$ cat config.mk
export PLATFORM = sky130hd
export DESIGN_NAME = dma_channel_event_and_status
export DESIGN_NICKNAME = d
export VERILOG_FILES = /design/src/common/dma_chan_pkg.sv /design/src/hdl/dma_channel_event_and_status.sv
export SDC_FILE = /design/constraint.sdc
export NUM_CORES = 1
export LEC_CHECK = 0
export BUFFER_PORTS_ARGS = -buffer_cell sky130_fd_sc_hd__buf_2
export CAP_MARGIN = 0
export CORE_MARGIN = 1.5
export CORE_UTILIZATION = 55
export CTS_BUF_LIST = sky130_fd_sc_hd__clkbuf_16
export CTS_CLUSTER_SIZE = 14
export DETAILED_ROUTE_END_ITERATION = 16
export PLACE_DENSITY = 0.77
export SLEW_MARGIN = 10
export SYNTH_ARGS = -nofsm -noshare
export SYNTH_HDL_FRONTEND = slang
export SYNTH_SLANG_ARGS = --single-unit
$ cat constraint.sdc
create_clock -name mclk -period 10.4 [get_ports mclk]
set_clock_uncertainty 0.05 [all_clocks]
set_input_delay 1.04 -clock mclk [delete_from_list [all_inputs] [get_ports mclk]]
set_output_delay 1.04 -clock mclk [all_outputs]
set_load 0.02 [all_outputs]
$ cat src/common/dma_chan_pkg.sv
package dma_chan_pkg;
    localparam int AXI_ADDR_W = 8;
    localparam logic [7:0] OFS_EVENT = 8'h00;
    localparam logic [7:0] OFS_INT = 8'h04;
    localparam logic [7:0] OFS_SSA = 8'h08;
    localparam logic [7:0] OFS_DSA = 8'h0c;
    localparam logic [7:0] OFS_SSIZ = 8'h10;
    localparam logic [7:0] OFS_DSIZ = 8'h14;
    localparam logic [7:0] OFS_SPTR = 8'h18;
    localparam logic [7:0] OFS_DPTR = 8'h1c;
    localparam logic [7:0] OFS_CTRL = 8'h20;
    localparam logic [7:0] OFS_CSIZ = 8'h24;
    localparam logic [7:0] OFS_PAT = 8'h28;
    // event control fields
    localparam int EV_AIRQ_LSB = 16;
    localparam int EV_SIRQ_LSB = 8;
    localparam int EV_FORCE = 7;
    localparam int EV_ABORT = 6;
    localparam int EV_PAT_ABORT_EN = 5;
    localparam int EV_START_EN = 4;
    localparam int EV_ABORT_EN = 3;
    // interrupt control fields and flag positions
    localparam int INT_IE_LSB = 16;
    localparam int FL_SDONE = 7;
    localparam int FL_SHALF = 6;
    localparam int FL_DDONE = 5;
    localparam int FL_DHALF = 4;
    localparam int FL_BLOCK = 3;
    localparam int FL_CELL = 2;
    localparam int FL_ABORT = 1;
    localparam int FL_AERR = 0;
    // own control register fields
    localparam int CTRL_BUSY = 15;
    localparam int CTRL_ON = 7;
    localparam int CTRL_AUTO = 4;
    localparam logic [7:0] SEL_RESET = 8'hff;
    localparam logic [31:0] ZERO32 = 32'h0000_0000;
    localparam logic [16:0] SIZE_FULL = 17'h1_0000;
    localparam logic [16:0] ONE17 = 17'h0_0001;
    localparam logic [1:0] RESP_OKAY = 2'h0;
    localparam logic [1:0] RESP_SLVERR = 2'h2;
    typedef enum logic [1:0] {ST_IDLE, ST_LOAD, ST_MOVE} chan_state_t;
    typedef struct packed {
        logic [31:0] src;
        logic [31:0] dst;
    } xfer_addr_t;
    typedef struct packed {
        logic valid;
        logic [7:0] num;
    } irq_event_t;
    typedef struct packed {
        logic ack;
        logic err;
        logic [7:0] data;
    } xfer_ack_t;
endpackage

$ cat src/hdl/dma_channel_event_and_status.sv
`timescale 1ns/10ps
module dma_channel_event_and_status (
    input wire logic mclk,
    input wire logic reset,
    input wire logic [dma_chan_pkg::AXI_ADDR_W-1:0] awaddr,
    input wire logic awvalid,
    output logic awready,
    input wire logic [31:0] wdata,
    input wire logic [3:0] wstrb,
    input wire logic wvalid,
    output logic wready,
    output logic [1:0] bresp,
    output logic bvalid,
    input wire logic bready,
    input wire logic [dma_chan_pkg::AXI_ADDR_W-1:0] araddr,
    input wire logic arvalid,
    output logic arready,
    output logic [31:0] rdata,
    output logic [1:0] rresp,
    output logic rvalid,
    input wire logic rready,
    input wire dma_chan_pkg::irq_event_t irq_in,
    output logic xfer_req,
    output dma_chan_pkg::xfer_addr_t xfer_addr,
    input wire dma_chan_pkg::xfer_ack_t xfer_resp,
    output logic chan_irq,
    output logic busy
);
    import dma_chan_pkg::*;

    logic [7:0] abort_irq_select;
    logic [7:0] start_irq_select;
    logic pattern_abort_enable;
    logic start_irq_enable;
    logic abort_irq_enable;
    logic [7:0] int_enable;
    logic [7:0] flags;
    logic [31:0] source_start_addr;
    logic [31:0] dest_start_addr;
    logic [15:0] source_size;
    logic [15:0] dest_size;
    logic [15:0] cell_size;
    logic [7:0] pattern_value;
    logic channel_on;
    logic auto_reenable;
    logic [15:0] source_pointer;
    logic [15:0] dest_pointer;
    logic [16:0] cell_pointer;
    logic [16:0] block_count;
    chan_state_t state;
    logic aw_held;
    logic w_held;
    logic [AXI_ADDR_W-1:0] wr_addr;
    logic [31:0] wr_data;
    logic [3:0] wr_strb;

    // zero size stands for the full 64 KiB length
    function automatic logic [16:0] eff_size(input logic [15:0] s);
        eff_size = (s == 16'h0000) ? SIZE_FULL : {1'b0, s};
    endfunction

    function automatic logic map_hit(input logic [AXI_ADDR_W-1:0] a);
        logic [AXI_ADDR_W-1:0] w;
        w = {a[AXI_ADDR_W-1:2], 2'b00};
        map_hit = (w == OFS_EVENT) || (w == OFS_INT) || (w == OFS_SSA) || (w == OFS_DSA)
            || (w == OFS_SSIZ) || (w == OFS_DSIZ) || (w == OFS_SPTR) || (w == OFS_DPTR)
            || (w == OFS_CTRL) || (w == OFS_CSIZ) || (w == OFS_PAT);
    endfunction

    // register images; strobe bits read zero, unimplemented bits zero
    function automatic logic [31:0] reg_image(input logic [AXI_ADDR_W-1:0] a);
        logic [AXI_ADDR_W-1:0] w;
        w = {a[AXI_ADDR_W-1:2], 2'b00};
        reg_image = ZERO32;
        unique case (w)
            OFS_EVENT: begin
                reg_image[EV_AIRQ_LSB+:8] = abort_irq_select;
                reg_image[EV_SIRQ_LSB+:8] = start_irq_select;
                reg_image[EV_PAT_ABORT_EN] = pattern_abort_enable;
                reg_image[EV_START_EN] = start_irq_enable;
                reg_image[EV_ABORT_EN] = abort_irq_enable;
            end
            OFS_INT: begin
                reg_image[INT_IE_LSB+:8] = int_enable;
                reg_image[7:0] = flags;
            end
            OFS_SSA: reg_image = source_start_addr;
            OFS_DSA: reg_image = dest_start_addr;
            OFS_SSIZ: reg_image[15:0] = source_size;
            OFS_DSIZ: reg_image[15:0] = dest_size;
            OFS_SPTR: reg_image[15:0] = source_pointer;
            OFS_DPTR: reg_image[15:0] = dest_pointer;
            OFS_CTRL: begin
                reg_image[CTRL_BUSY] = (state != ST_IDLE);
                reg_image[CTRL_ON] = channel_on;
                reg_image[CTRL_AUTO] = auto_reenable;
            end
            OFS_CSIZ: reg_image[15:0] = cell_size;
            OFS_PAT: reg_image[7:0] = pattern_value;
            default: reg_image = ZERO32;
        endcase
    endfunction

    function automatic logic [31:0] apply_strb(input logic [31:0] old, input logic [31:0] d,
                                                input logic [3:0] s);
        apply_strb = old;
        for (int i = 0; i < 4; i++) begin
            if (s[i]) begin
                apply_strb[i*8+:8] = d[i*8+:8];
            end
        end
    endfunction

    // bus handshakes; address and data may come in either order
    wire do_write = aw_held && w_held && !bvalid;
    wire wr_hit = map_hit(wr_addr);
    wire [AXI_ADDR_W-1:0] wr_word = {wr_addr[AXI_ADDR_W-1:2], 2'b00};
    wire [31:0] wr_new = apply_strb(reg_image(wr_addr), wr_data, wr_strb);
    wire wr_event = do_write && (wr_word == OFS_EVENT);
    wire wr_int = do_write && (wr_word == OFS_INT);
    wire wr_ctrl = do_write && (wr_word == OFS_CTRL);
    wire ar_take = arvalid && arready;
    assign awready = !aw_held && !bvalid;
    assign wready = !w_held && !bvalid;
    assign arready = !rvalid;

    // write channel capture and response
    always_ff @(posedge mclk or posedge reset) begin
        if (reset) begin
            aw_held <= 1'b0;
            w_held <= 1'b0;
            wr_addr <= '0;
            wr_data <= ZERO32;
            wr_strb <= 4'h0;
            bvalid <= 1'b0;
            bresp <= RESP_OKAY;
        end else begin
            if (awvalid && awready) begin
                aw_held <= 1'b1;
                wr_addr <= awaddr;
            end else if (do_write) begin
                aw_held <= 1'b0;
            end
            if (wvalid && wready) begin
                w_held <= 1'b1;
                wr_data <= wdata;
                wr_strb <= wstrb;
            end else if (do_write) begin
                w_held <= 1'b0;
            end
            if (do_write) begin
                bvalid <= 1'b1;
                bresp <= wr_hit ? RESP_OKAY : RESP_SLVERR;
            end else if (bready) begin
                bvalid <= 1'b0;
            end
        end
    end

    // read channel; unmapped reads return zero with an error
    always_ff @(posedge mclk or posedge reset) begin
        if (reset) begin
            rvalid <= 1'b0;
            rdata <= ZERO32;
            rresp <= RESP_OKAY;
        end else if (ar_take) begin
            rvalid <= 1'b1;
            rdata <= reg_image(araddr);
            rresp <= map_hit(araddr) ? RESP_OKAY : RESP_SLVERR;
        end else if (rready) begin
            rvalid <= 1'b0;
        end
    end

    // transfer progress decode
    wire [16:0] src_eff = eff_size(source_size);
    wire [16:0] dst_eff = eff_size(dest_size);
    wire [16:0] cell_eff = eff_size(cell_size);
    wire [16:0] blk_max = (src_eff > dst_eff) ? src_eff : dst_eff;
    wire [16:0] next_src = {1'b0, source_pointer} + ONE17;
    wire [16:0] next_dst = {1'b0, dest_pointer} + ONE17;
    wire [16:0] next_cell = cell_pointer + ONE17;
    wire [16:0] next_blk = block_count + ONE17;
    wire moving = (state == ST_MOVE);
    wire move_ok = moving && xfer_resp.ack && !xfer_resp.err;
    wire move_err = moving && xfer_resp.ack && xfer_resp.err;
    wire src_done = move_ok && (next_src == src_eff);
    wire src_half = move_ok && (next_src == (src_eff >> 1));
    wire dst_done = move_ok && (next_dst == dst_eff);
    wire dst_half = move_ok && (next_dst == (dst_eff >> 1));
    wire blk_done = move_ok && (next_blk == blk_max);
    wire cell_done = move_ok && (next_cell == cell_eff);
    // byte compare only runs with pattern abort on
    wire pat_hit = move_ok && pattern_abort_enable && (xfer_resp.data == pattern_value);

    // event decode from interrupt numbers and strobe bits
    wire start_match = irq_in.valid && start_irq_enable
        && (irq_in.num == start_irq_select);
    wire abort_match = irq_in.valid && abort_irq_enable && channel_on
        && (irq_in.num == abort_irq_select);
    wire force_pulse = wr_event && wr_new[EV_FORCE];
    wire soft_pulse = wr_event && wr_new[EV_ABORT];
    wire any_abort = abort_match || soft_pulse || move_err || pat_hit;
    wire restart = any_abort || blk_done;
    wire start_go = (state == ST_IDLE) && channel_on && (force_pulse || start_match)
        && !abort_match && !soft_pulse;
    wire [7:0] flag_set = {src_done, src_half, dst_done, dst_half, blk_done || pat_hit,
        cell_done, abort_match, move_err};

    assign xfer_req = moving;
    assign busy = (state != ST_IDLE);
    assign chan_irq = |(flags & int_enable);

    // channel sequencer; addresses are loaded a cycle before each request
    always_ff @(posedge mclk or posedge reset) begin
        if (reset) begin
            state <= ST_IDLE;
        end else if (abort_match || soft_pulse) begin
            state <= ST_IDLE;
        end else begin
            unique case (state)
                ST_IDLE: if (start_go) begin
                    state <= ST_LOAD;
                end
                ST_LOAD: state <= ST_MOVE;
                ST_MOVE: if (xfer_resp.ack) begin
                    state <= (any_abort || blk_done || cell_done) ? ST_IDLE : ST_LOAD;
                end
            endcase
        end
    end

    // pointers wrap at their sizes and restart on abort or block end
    always_ff @(posedge mclk or posedge reset) begin
        if (reset) begin
            source_pointer <= 16'h0000;
            dest_pointer <= 16'h0000;
            cell_pointer <= 17'h0_0000;
            block_count <= 17'h0_0000;
        end else if (restart) begin
            source_pointer <= 16'h0000;
            dest_pointer <= 16'h0000;
            cell_pointer <= 17'h0_0000;
            block_count <= 17'h0_0000;
        end else if (move_ok) begin
            source_pointer <= src_done ? 16'h0000 : next_src[15:0];
            dest_pointer <= dst_done ? 16'h0000 : next_dst[15:0];
            cell_pointer <= cell_done ? 17'h0_0000 : next_cell;
            block_count <= next_blk;
        end
    end

    always_ff @(posedge mclk or posedge reset) begin
        if (reset) begin
            xfer_addr <= '0;
        end else if (state == ST_LOAD) begin
            xfer_addr.src <= source_start_addr + {16'h0000, source_pointer};
            xfer_addr.dst <= dest_start_addr + {16'h0000, dest_pointer};
        end
    end

    // flags: hardware set wins over a software write of zero
    always_ff @(posedge mclk or posedge reset) begin
        if (reset) begin
            flags <= 8'h00;
        end else if (wr_int) begin
            flags <= (flags & wr_new[7:0]) | flag_set;
        end else begin
            flags <= flags | flag_set;
        end
    end

    // enable: a software write in the same cycle wins over hardware clear
    always_ff @(posedge mclk or posedge reset) begin
        if (reset) begin
            channel_on <= 1'b0;
            auto_reenable <= 1'b0;
        end else if (wr_ctrl) begin
            channel_on <= wr_new[CTRL_ON];
            auto_reenable <= wr_new[CTRL_AUTO];
        end else if (any_abort || (blk_done && !auto_reenable)) begin
            channel_on <= 1'b0;
        end
    end

    // software configuration registers
    always_ff @(posedge mclk or posedge reset) begin
        if (reset) begin
            abort_irq_select <= SEL_RESET;
            start_irq_select <= SEL_RESET;
            pattern_abort_enable <= 1'b0;
            start_irq_enable <= 1'b0;
            abort_irq_enable <= 1'b0;
            int_enable <= 8'h00;
            source_start_addr <= ZERO32;
            dest_start_addr <= ZERO32;
            source_size <= 16'h0000;
            dest_size <= 16'h0000;
            cell_size <= 16'h0000;
            pattern_value <= 8'h00;
        end else if (do_write) begin
            if (wr_word == OFS_EVENT) begin
                abort_irq_select <= wr_new[EV_AIRQ_LSB+:8];
                start_irq_select <= wr_new[EV_SIRQ_LSB+:8];
                pattern_abort_enable <= wr_new[EV_PAT_ABORT_EN];
                start_irq_enable <= wr_new[EV_START_EN];
                abort_irq_enable <= wr_new[EV_ABORT_EN];
            end
            if (wr_word == OFS_INT) begin
                int_enable <= wr_new[INT_IE_LSB+:8];
            end
            if (wr_word == OFS_SSA) begin
                source_start_addr <= wr_new;
            end
            if (wr_word == OFS_DSA) begin
                dest_start_addr <= wr_new;
            end
            if (wr_word == OFS_SSIZ) begin
                source_size <= wr_new[15:0];
            end
            if (wr_word == OFS_DSIZ) begin
                dest_size <= wr_new[15:0];
            end
            if (wr_word == OFS_CSIZ) begin
                cell_size <= wr_new[15:0];
            end
            if (wr_word == OFS_PAT) begin
                pattern_value <= wr_new[7:0];
            end
        end
    end

    // checks
    chk_irq_abort_stop: assert property (@(posedge mclk) disable iff (reset)
        abort_match |=> (state == ST_IDLE) && flags[FL_ABORT])
        else $error("abort interrupt did not stop channel");
    chk_abort_disabled: assert property (@(posedge mclk) disable iff (reset)
        (moving && !abort_irq_enable && !xfer_resp.ack && !soft_pulse) |=> moving)
        else $error("disabled abort interrupt stopped channel");
    chk_start_irq_go: assert property (@(posedge mclk) disable iff (reset)
        (start_go && start_match) |=> (state == ST_LOAD)
        ##1 (xfer_req || $past(abort_match || soft_pulse)))
        else $error("start interrupt did not begin a cell");
    chk_start_disabled: assert property (@(posedge mclk) disable iff (reset)
        (state == ST_IDLE && !start_irq_enable && !force_pulse) |=> state == ST_IDLE)
        else $error("channel started without a start event");
    chk_strobe_read_zero: assert property (@(posedge mclk) disable iff (reset)
        (ar_take && araddr == OFS_EVENT) |=> !rdata[EV_FORCE] && !rdata[EV_ABORT])
        else $error("strobe bits read as one");
    chk_soft_abort: assert property (@(posedge mclk) disable iff (reset)
        soft_pulse |=> (state == ST_IDLE) && !channel_on)
        else $error("soft abort did not stop channel");
    chk_pattern_stop: assert property (@(posedge mclk) disable iff (reset)
        (pat_hit && !wr_ctrl) |=> !channel_on && flags[FL_BLOCK] && source_pointer == 16'h0000)
        else $error("pattern match did not end block");
    chk_src_done_wrap: assert property (@(posedge mclk) disable iff (reset)
        src_done |=> flags[FL_SDONE] && source_pointer == 16'h0000)
        else $error("source done not flagged");
    chk_dst_half: assert property (@(posedge mclk) disable iff (reset)
        dst_half |=> flags[FL_DHALF])
        else $error("destination half not flagged");
    chk_cell_end: assert property (@(posedge mclk) disable iff (reset)
        cell_done |=> (state == ST_IDLE) && flags[FL_CELL] && !xfer_req)
        else $error("cell end not honoured");
    chk_block_auto: assert property (@(posedge mclk) disable iff (reset)
        (blk_done && !auto_reenable && !wr_ctrl) |=> !channel_on)
        else $error("block end left channel enabled");
    chk_addr_err: assert property (@(posedge mclk) disable iff (reset)
        move_err |=> flags[FL_AERR] && !busy)
        else $error("address error not flagged");
    chk_size_upper: assert property (@(posedge mclk) disable iff (reset)
        (ar_take && (araddr == OFS_SSIZ || araddr == OFS_DSIZ)) |=> rdata[31:16] == 16'h0000)
        else $error("size upper half not zero");
    chk_reset_values: assert property (@(posedge mclk)
        $fell(reset) |-> abort_irq_select == SEL_RESET && start_irq_select == SEL_RESET
        && flags == 8'h00 && source_size == 16'h0000)
        else $error("wrong value after reset");
    chk_flag_irq: assert property (@(posedge mclk) disable iff (reset)
        (flag_set[FL_CELL] && int_enable[FL_CELL] && !wr_int) |=> chan_irq)
        else $error("enabled flag raised no interrupt");
    cov_cell_done: cover property (@(posedge mclk) disable iff (reset) cell_done);
    cov_block_done: cover property (@(posedge mclk) disable iff (reset) blk_done);
    cov_pattern: cover property (@(posedge mclk) disable iff (reset) pat_hit);
    cov_irq_abort: cover property (@(posedge mclk) disable iff (reset) abort_match && moving);
endmodule // dma_channel_event_and_status

Word-level counts from Yosys, hierarchy flattened

Index checks and enable logic that the tools add are counted.

Add/subtract/negate cells: 6
Magnitude comparators: 1
Eq/ne operators: 33
Multiplexer cells: 56
Bitwise operators: 4
Reduce and logical (&&, ||, !) cells: 93

Operator list:

| kind                  | count |
|---|---|
| $mux 17               | 9 |
| $pmux 7 s8            | 2 |
| $mux 16               | 6 |
| $eq 17x17->1          | 4 |
| $add 32x16->32        | 2 |
| $pmux 8 s4            | 2 |
| $pmux 1 s10           | 6 |
| $pmux 3 s9            | 2 |
| $eq 6x3->1 const B    | 8 |
| $logic_not 16->1      | 3 |
| $mux 8                | 5 |
| $eq 6x4->1 const B    | 6 |
| $pmux 1 s9            | 4 |
| $add 16x1->17 const B | 2 |
| $add 17x1->17 const B | 2 |
| $eq 17x16->1          | 2 |
| $logic_and 1x1->1     | 33 |
| $pmux 8 s2            | 2 |
| $logic_or 1x1->1      | 28 |
| $eq 6x2->1 const B    | 4 |
| $eq 8x8->1            | 3 |
| $pmux 1 s11           | 2 |
| $reduce_and 2->1      | 9 |
| $gt 17x17->1          | 1 |
| 16 further kinds      | 46 |

Bits in registers: 373
Bits of input ports: 78
Output and inout port bits: 108
Word-level logic and storage cells: 225

Logic depth before layout (Yosys ltp)

Gate-level depths: netlist of the first run.

Depth in word-level cells: 13
Depth in mapped cells: 18
Gate-level depth less buffers: 14

Worst setup path before layout of the first run

No wires, ideal clock.

Kind: reg-to-reg
From: reg source_size[3]
To: reg cell_pointer[3]
Setup time: 0.126 ns
Arrival time: 3.926 ns
Data required time: 10.224 ns
Slack: 6.298 ns
Stages on the path, launching flop included: 18
Buffers on the path: 3
Period minus slack after synthesis: 4.102 ns
Path through: dfrtp_1 -> buf_1 -> nor4_1 -> nand4_1 -> inv_1 -> ha_1 -> nand4_1 -> nor3_1 -> nand3_1 -> a31oi_2 -> mux2i_1 -> xnor2_1 -> nand4_1 -> or4_4 -> nand2_2 -> buf_6 -> buf_6 -> a21oi_1

Cells in the longest elaborated chain, start to end: 8
Elaborated cells on any way between the ends: 9
Classes of those cells: 1 x order compare; 1 x eq/ne; 3 x mux; 4 x reduce/logical

RTL lines:

| item                                                | RTL line                            | text |
|---|---|---|
| start, declared                                     | dma_channel_event_and_status.sv:40  | `logic [15:0] source_size;` |
| start signal, assigned                              | dma_channel_event_and_status.sv:319 | `source_size <= wr_new[15:0];` |
| $logic_not 16->1                                    | dma_channel_event_and_status.sv:59  | `eff_size = (s == 16'h0000) ? SIZE_FULL : {1'b0, s};` |
| $mux 17 (*)                                         | dma_channel_event_and_status.sv:59  |  |
| $gt 17x17->1                                        | dma_channel_event_and_status.sv:179 | `wire [16:0] blk_max = (src_eff > dst_eff) ? src_eff : dst_eff;` |
| $mux 17 (*)                                         | dma_channel_event_and_status.sv:179 |  |
| $eq 17x17->1 (*)                                    | dma_channel_event_and_status.sv:191 | `wire blk_done = move_ok && (next_blk == blk_max);` |
| $logic_and 1x1->1 (*)                               | dma_channel_event_and_status.sv:191 |  |
| $logic_or 1x1->1 (*)                                | dma_channel_event_and_status.sv:204 | `wire restart = any_abort \|\| blk_done;` |
| $mux 17 / $reduce_bool 2->1 (equally long branches) | -                                   |  |
| end signal, assigned                                | dma_channel_event_and_status.sv:248 | `cell_pointer <= cell_done ? 17'h0_0000 : next_cell;` |
| end, declared                                       | dma_channel_event_and_status.sv:48  | `logic [16:0] cell_pointer;` |

Every way passes the cells marked *; elsewhere a longest branch is shown, timed or not.
A chain may end at the register's enable or synchronous reset.

Worst setup path in the final report of the first run

From: reg source_size[12]
To: reg dest_pointer[11]

Cells in the longest elaborated chain, start to end: 8
Elaborated cells on any way between the ends: 9
Classes of those cells: 1 x order compare; 1 x eq/ne; 3 x mux; 4 x reduce/logical

RTL lines:

| item                                                | RTL line                            | text |
|---|---|---|
| $logic_not 16->1                                    | dma_channel_event_and_status.sv:59  |  |
| $mux 17 (*)                                         | dma_channel_event_and_status.sv:59  |  |
| $gt 17x17->1                                        | dma_channel_event_and_status.sv:179 |  |
| $mux 17 (*)                                         | dma_channel_event_and_status.sv:179 |  |
| $eq 17x17->1 (*)                                    | dma_channel_event_and_status.sv:191 |  |
| $logic_and 1x1->1 (*)                               | dma_channel_event_and_status.sv:191 |  |
| $logic_or 1x1->1 (*)                                | dma_channel_event_and_status.sv:204 |  |
| $mux 16 / $reduce_bool 2->1 (equally long branches) | -                                   |  |
| end signal, assigned                                | dma_channel_event_and_status.sv:247 | `dest_pointer <= dst_done ? 16'h0000 : next_dst[15:0];` |
| end, declared                                       | dma_channel_event_and_status.sv:47  | `logic [15:0] dest_pointer;` |

Marked as above.

==> run metrics, run 1 <==
status finished, final reports clean; fin worst setup slack between 4 and 5 ns; antenna cell count 0; Total Power 0.006750 W; maxcap violations 0; synth cell count leaders 353 x dfrtp_1, 325 x nand2_1, 224 x o21ai_0; most common cell in the synthesized netlist dfrtp_1; vias in the first global route just under 20000; critical path arrival 6.21 ns; final-report max-slew violation count 0; CTS Sinks about 370; via count a little over 20000; reg2reg path depth 15; Critical Path RT between 10 and 15 ns; post-DP HPWL 57390 µm; Die Y 206.9 µm; Worst setup SP type register; post-synth top area share 0.3862; largest net degree at the start of global routing around 120; Main synth FF type dfrtp_1; Mean Syn Cell Area just over 9 µm²; metal2 WL ~37000 µm; Starting Density 0.5589; r2r endpoint dest_pointer[11]$_DFFE_PP0P_; R2R setup slack 4.57 ns; fmax 0.1716 GHz; Cell variety after synth 79; worst hold-check path type in2async; Post-route DRC 0; first-pass GRT wire length 116800 µm; hold_buf cts 0; Post-synth EDFFs 0; mapped cell area 22870 µm²; Final period util 0.5602; Layout Nets 2695; port bufs 179; Setup crit end dest_pointer[11]$_DFFE_PP0P_; Placement Setup Slack roughly 4.6 ns; most area-hungry cell type in the Yosys netlist dfrtp_1; worst-skew pair later-pin latency 0.59 ns; crit path time final 5.827 ns; CORE AREA slightly above 40000 µm²; cell area after layout 25260 µm²; placed instance area 23960 µm²; Die Area 42820 µm²; Crit. Startpoint source_size[12]$_DFFE_PP0P_; router iterations before antenna repair 8; die span in x 206.9 µm; clock slew at reported path FFs around 0.06 ns; GP Congestion 1.015; clock root cell clkbuf_16; CTS tree done; final setup fails 0; GRT overflow 0; initial antenna violation count 1; TNS Setup 0 ns; RSZ-0062 raised after global routing no; Final Hold Viols 0; Slew @ Worst Pin 1.119 ns; ys async rst share 1.000; Starting DRT DRC Count approximately 2100; top sig layer met5; relative slew slack 0.2445; Area contributors post-synth dfrtp_1 39%, xnor2_1 5.6%, nand2_1 5.3%, o21ai_0 4.9%, mux2_2 4.6%; path type of the worst setup path reg2reg; CP max FO 48; post-synthesis register bit count approximately 370; clock buffer depth 3; maximum vdd drop 167.4 µV; Leakage 10.96 nW; TritonCTS buffer count 43; met3 WL post-DR 6112 µm; Syn Inst Count 2496; worst r2r src source_size[12]$_DFFE_PP0P_; Seq/Total Area, Yosys 0.4046; Post-CTS Setup Inserts 0; post_cts resized 0; DRT met1 WL 29960 µm; gr usage total 0.3648; ANT nets after route 0; final WL 77800 µm; Crit. End Element register; vias per cell 6.440; Power Density 267.2 nW/µm²; # rows 74; io pins 186; Layout area overhead 10.43%; Syn. warnings 0; DR WL/cell 24.89 µm; H-tree depth 2; fraction of layout cells with a size suffix above 1 0.1750
[cell type report]
| cell class | count | area, µm² |
|---|---|---|
| Clock inverter | 34 | 222.7 |
| Multi-Input combinational cell | 1887 | 12700 |
| Inverter | 47 | 180.2 |
| Clock buffer | 43 | 1076 |
| Sequential cell | 369 | 9256 |
| Timing Repair Buffer | 214 | 1159 |
| Fill cell | 3497 | 15670 |
| Tap cell | 532 | 665.6 |
[worst min-delay path by stage]
stage	from	end	slack, ns	cells past startpoint
after floorplan	wr_data[15]$_DFFE_PP0P_	wr_data[15]$_DFFE_PP0P_	0.42	1
after global placement	xfer_addr[63]$_DFFE_PP0P_	xfer_addr[63]$_DFFE_PP0P_	0.41	2
after detailed placement	xfer_addr[37]$_DFFE_PP0P_	xfer_addr[37]$_DFFE_PP0P_	0.41	2
after CTS	reset	xfer_addr[26]$_DFFE_PP0P_	0.37	2
after global routing	reset	xfer_addr[57]$_DFFE_PP0P_	0.40	2
final	reset	xfer_addr[29]$_DFFE_PP0P_	0.38	2
[layout by cell type, fill, tap and decap left out, drive strengths merged, types with 16 or more instances in the layout]
cell,count
nand2b,17
nand2,326
a31oi,33
dfstp,16
a22oi,65
mux2,93
or3,18
buf,214
nor4,35
nand4,29
clkinv,16
nor2,187
o21ai,226
a221oi,23
inv,59
nand3,67
clkbuf,43
ha,53
xor2,91
xnor2,145
nor3,45
dfrtp,353
and2,17
mux4,42
nor2b,21
and3,28
mux2i,29
a21oi,121
[per-layer routing]
layer | vias to the layer above | global-route usage
li1 | 9048 | -
met1 | 9871 | 0.4531
met2 | 958 | 0.5932
met3 | 253 | 0.06578
met4 | 2 | 0.2215
met5 | - | 0
[power breakdown]
group | switching (W) | internal, W | total, W
Clock | 0.000637 | 0.000802 | 0.00144
Combinational | 0.00159 | 0.00115 | 0.00274
Sequential | 0.000723 | 0.00185 | 0.00257
Total | 0.00295 | 0.00380 | 0.00675
[sequential cells by signal, indices dropped and copies added, names as in the netlist, 2 cells and up]
| signal | cells |
|---|---|
| xfer_addr | 64 |
| dest_start_addr | 32 |
| rdata | 32 |
| source_start_addr | 32 |
| wr_data | 32 |
| block_count | 17 |
| cell_pointer | 17 |
| cell_size | 16 |
| dest_pointer | 16 |
| dest_size | 16 |
| source_pointer | 16 |
| source_size | 16 |
| abort_irq_select | 8 |
| flags | 8 |
| int_enable | 8 |
| pattern_value | 8 |
| start_irq_select | 8 |
| wr_addr | 6 |
| wr_strb | 4 |
| state | 2 |
[critical path, stage by stage, from the launching register on]
cell	delay (ns)
dfrtp_1	0.61
nor4_1	0.34
nand4_1	0.40
inv_1	0.28
ha_1	0.19
nand4_1	0.25
nor3_1	0.32
nand3_1	0.25
a31oi_2	0.66
mux2i_1	0.32
xnor2_1	0.14
nand4_1	0.14
or4_4	0.60
nand2_2	0.43
buf_4	0.55
nor2_1	0.10
[kinds of logic after synthesis]
family                     count (synthesis)  share of synthesized area
other                                      1                  0.0001639
buffers and inverters                    241                    0.04228
adders and majority gates                 55                    0.03074
AOI/OAI and AO/OA                        586                     0.1586
and+or+nand+nor                          844                     0.1734
muxes                                    164                    0.09983
xor gates and xnor gates                 236                    0.09037
DFF                                      369                     0.4046
[metrics by stage]
stage	cells	hold slack, ns	util
3_5_place_dp	3049	0.4149	0.5855
4_1_cts	3126	0.3651	0.6172
2_1_floorplan	2497	0.4250	-
5_1_grt	3126	0.3996	0.6172
3_3_place_gp	3049	0.4054	0.5855
6_report	3126	0.3793	0.6172
Note: power is estimated with default switching activity, not from simulation.
==> run 2, diff against run 1 <==
==> constraint.sdc (replaced) <==
create_clock -name mclk -period 4.8 [get_ports mclk]
set_clock_uncertainty 0.05 [all_clocks]
set_input_delay 0.48 -clock mclk [delete_from_list [all_inputs] [get_ports mclk]]
set_output_delay 0.48 -clock mclk [all_outputs]
set_load 0.02 [all_outputs]
==> run metrics, run 2 (synthesized netlist as in run 1, its figures left out) <==
status finished, final reports clean; crit path time final 4.385 ns; maximum vdd drop between 500 and 600 µV; H-tree depth 2; Power Density ~600 nW/µm²; Slew @ Worst Pin 1.097 ns; Starting Density 0.5589; DR WL/cell 24.95 µm; Starting DRT DRC Count 1958; worst r2r src dest_size[0]$_DFFE_PP0P_; leading cell types in the layout, fill and taps excluded 351 x dfrtp_1, 325 x nand2_1, 224 x o21ai_0; initial antenna violation count 0; first-pass GRT wire length 118900 µm; Worst setup SP type register; final WL 79510 µm; commonest non-fill, non-tap cell in the layout dfrtp_1; clock root cell clkbuf_16; gr usage total 0.3718; r2r endpoint source_pointer[4]$_DFFE_PP0P_; RSZ-0062 raised after global routing no; utilization after layout 0.6338; Setup crit end source_pointer[4]$_DFFE_PP0P_; Final Hold Viols 0; antenna cell count 0; port bufs 179; fin cells 3187; Largest register FFs 64; Die Y 206.9 µm; Crit. Startpoint dest_size[0]$_DFFE_PP0P_; path type of the worst setup path reg2reg; fmax 0.2280 GHz; Layout area overhead 13.40%; Placed Cells 3106; vias in the first global route 19800; Worst path top cell family by delay simple AND/OR/NAND/NOR gates; Placement Setup Slack 0.3587 ns; Critical Path RT 5.20 ns; Final period util 0.9136; router iterations before antenna repair 7; final setup fails 0; post-DP HPWL 59750 µm; worst-skew pair later-pin latency 0.60 ns; Crit. End Element register; clock slew at reported path FFs 0.06 ns; # rows 74; final-report max-slew violation count 0; fraction of layout cells with a size suffix above 1 0.1955; Leakage 11.35 nW; # fillers between 3000 and 4000; die span in x 206.9 µm; critical path arrival 4.79 ns; crit path buf inv count 2; R2R setup slack between 0.4 and 0.5 ns; Die Area around 43000 µm²; GP Congestion 1.011; io pins 186; worst hold-check path type in2reg; CTS Sinks around 370; TritonCTS buffer count 43; CTS tree done; Post-route DRC 0; largest stage delay on the critical path 0.46 ns; Top reg by flops xfer_addr; via count between 20000 and 25000; CP Depth 14; largest net degree at the start of global routing 159; CORE AREA roughly 41000 µm²; Crit-path slowest cell nor4_1; maxcap violations 0; TNS Setup 0 ns; vias per cell 6.433; relative slew slack 0.2658; Layout Nets roughly 2800; cell area after layout 25940 µm²; placed instance area 24440 µm²; GRT overflow 0; fin worst setup slack 0.4148 ns; CP max FO 49; clock buffer depth 3; ANT nets after route 0; CP Cell Sequence nor4_1 -> nand4_1 -> ha_1 -> nand4_1 -> buf_4 -> nor4_1 -> and3b_1 -> o32ai_1 -> o2111ai_1 -> a2111o_1 -> or4_4 -> nand2_2 -> buf_12 -> nor2_1; reg2reg path depth 14
==> run 2: cell count changes in the layout (fill, tap and decap cells not counted), sizes merged <==
cell,before,now
inv,59,53
clkinvlp,4,3
bufinv,2,7
clkinv,16,19
dlygate4sd3,0,1
buf,214,271
clkbuf,43,45
==> run 2: where the power goes <==
| group | switching, W | leakage, nW | total [W] | internal (W) |
|---|---|---|---|---|
| clock | 0.00140 | 0.750 | 0.00348 | 0.00208 |
| sequential | 0.00133 | 4.89 | 0.00533 | 0.00400 |
| combinational | 0.00392 | 5.70 | 0.00688 | 0.00296 |
==> run 2: how the worst min path moves through the flow <==
| stage | startpoint | end | slack (ns) | cells after the start |
|---|---|---|---|---|
| after floorplan | wr_data[15]$_DFFE_PP0P_ | wr_data[15]$_DFFE_PP0P_ | 0.42 | 1 |
| after global placement | xfer_addr[63]$_DFFE_PP0P_ | xfer_addr[63]$_DFFE_PP0P_ | 0.41 | 2 |
| after detailed placement | xfer_addr[58]$_DFFE_PP0P_ | xfer_addr[58]$_DFFE_PP0P_ | 0.41 | 2 |
| after CTS | bready | bvalid$_DFFE_PP0P_ | 0.008 | 2 |
| after global routing | bready | bvalid$_DFFE_PP0P_ | 0.003 | 2 |
| final | rready | rvalid$_DFFE_PP0P_ | 0.02 | 2 |
==> run 2: layout make-up <==
type                            count  area, µm²  area share
Clock inverter                     35      359.1     0.01384
Multi-Input combinational cell   1887      12700      0.4898
Timing Repair Buffer              272       1647     0.06348
Inverter                           47      180.2    0.006946
Tap cell                          532      665.6     0.02566
Clock buffer                       45       1126     0.04341
Sequential cell                   369       9256      0.3569
==> run 2: what timing repair did <==
| action | 4_1_cts | 5_1_grt |
|---|---|---|
| resized for setup | 0 | 1 |
| hold buffers | 1 | 0 |
| endpoints found under the hold margin | 9 | 0 |
| setup buffers | 0 | 0 |
| setup endpoints to repair | 0 | 66 |
==> run 2: worst register-to-register path, delay by kind of cell (launching register included) <==
| kind | cells | cell delay [ns] |
|---|---|---|
| AO/OA/AOI/OAI | 3 | 0.78 |
| buffers and inverters | 2 | 0.45 |
| AND/OR/NAND/NOR | 8 | 2.26 |
| flip-flops | 1 | 0.38 |
| adder cells (fa/ha/maj) | 1 | 0.33 |
==> run 2: metal layers <==
| metal | wire, µm | track usage | vias up | part of all wire |
|---|---|---|---|---|
| li1 | - | - | 9177 | - |
| met1 | 30050 | 0.4575 | 10000 | 0.38 |
| met2 | 37130 | 0.6030 | 1029 | 0.47 |
| met3 | 6712 | 0.07441 | 292 | 0.084 |
| met4 | 5622 | 0.2271 | 0 | 0.071 |
| met5 | 0 | 0 | - | 0 |
==> run 2: stage by stage <==
stage	hold slack (ns)	power (W)
final	0.02190	0.01570
after global routing	0.002778	0.01644
after CTS	0.008301	0.01556
after detailed placement	0.4148	0.01204
after global placement	0.4082	0.01191
after floorplan	0.4250	0.009262
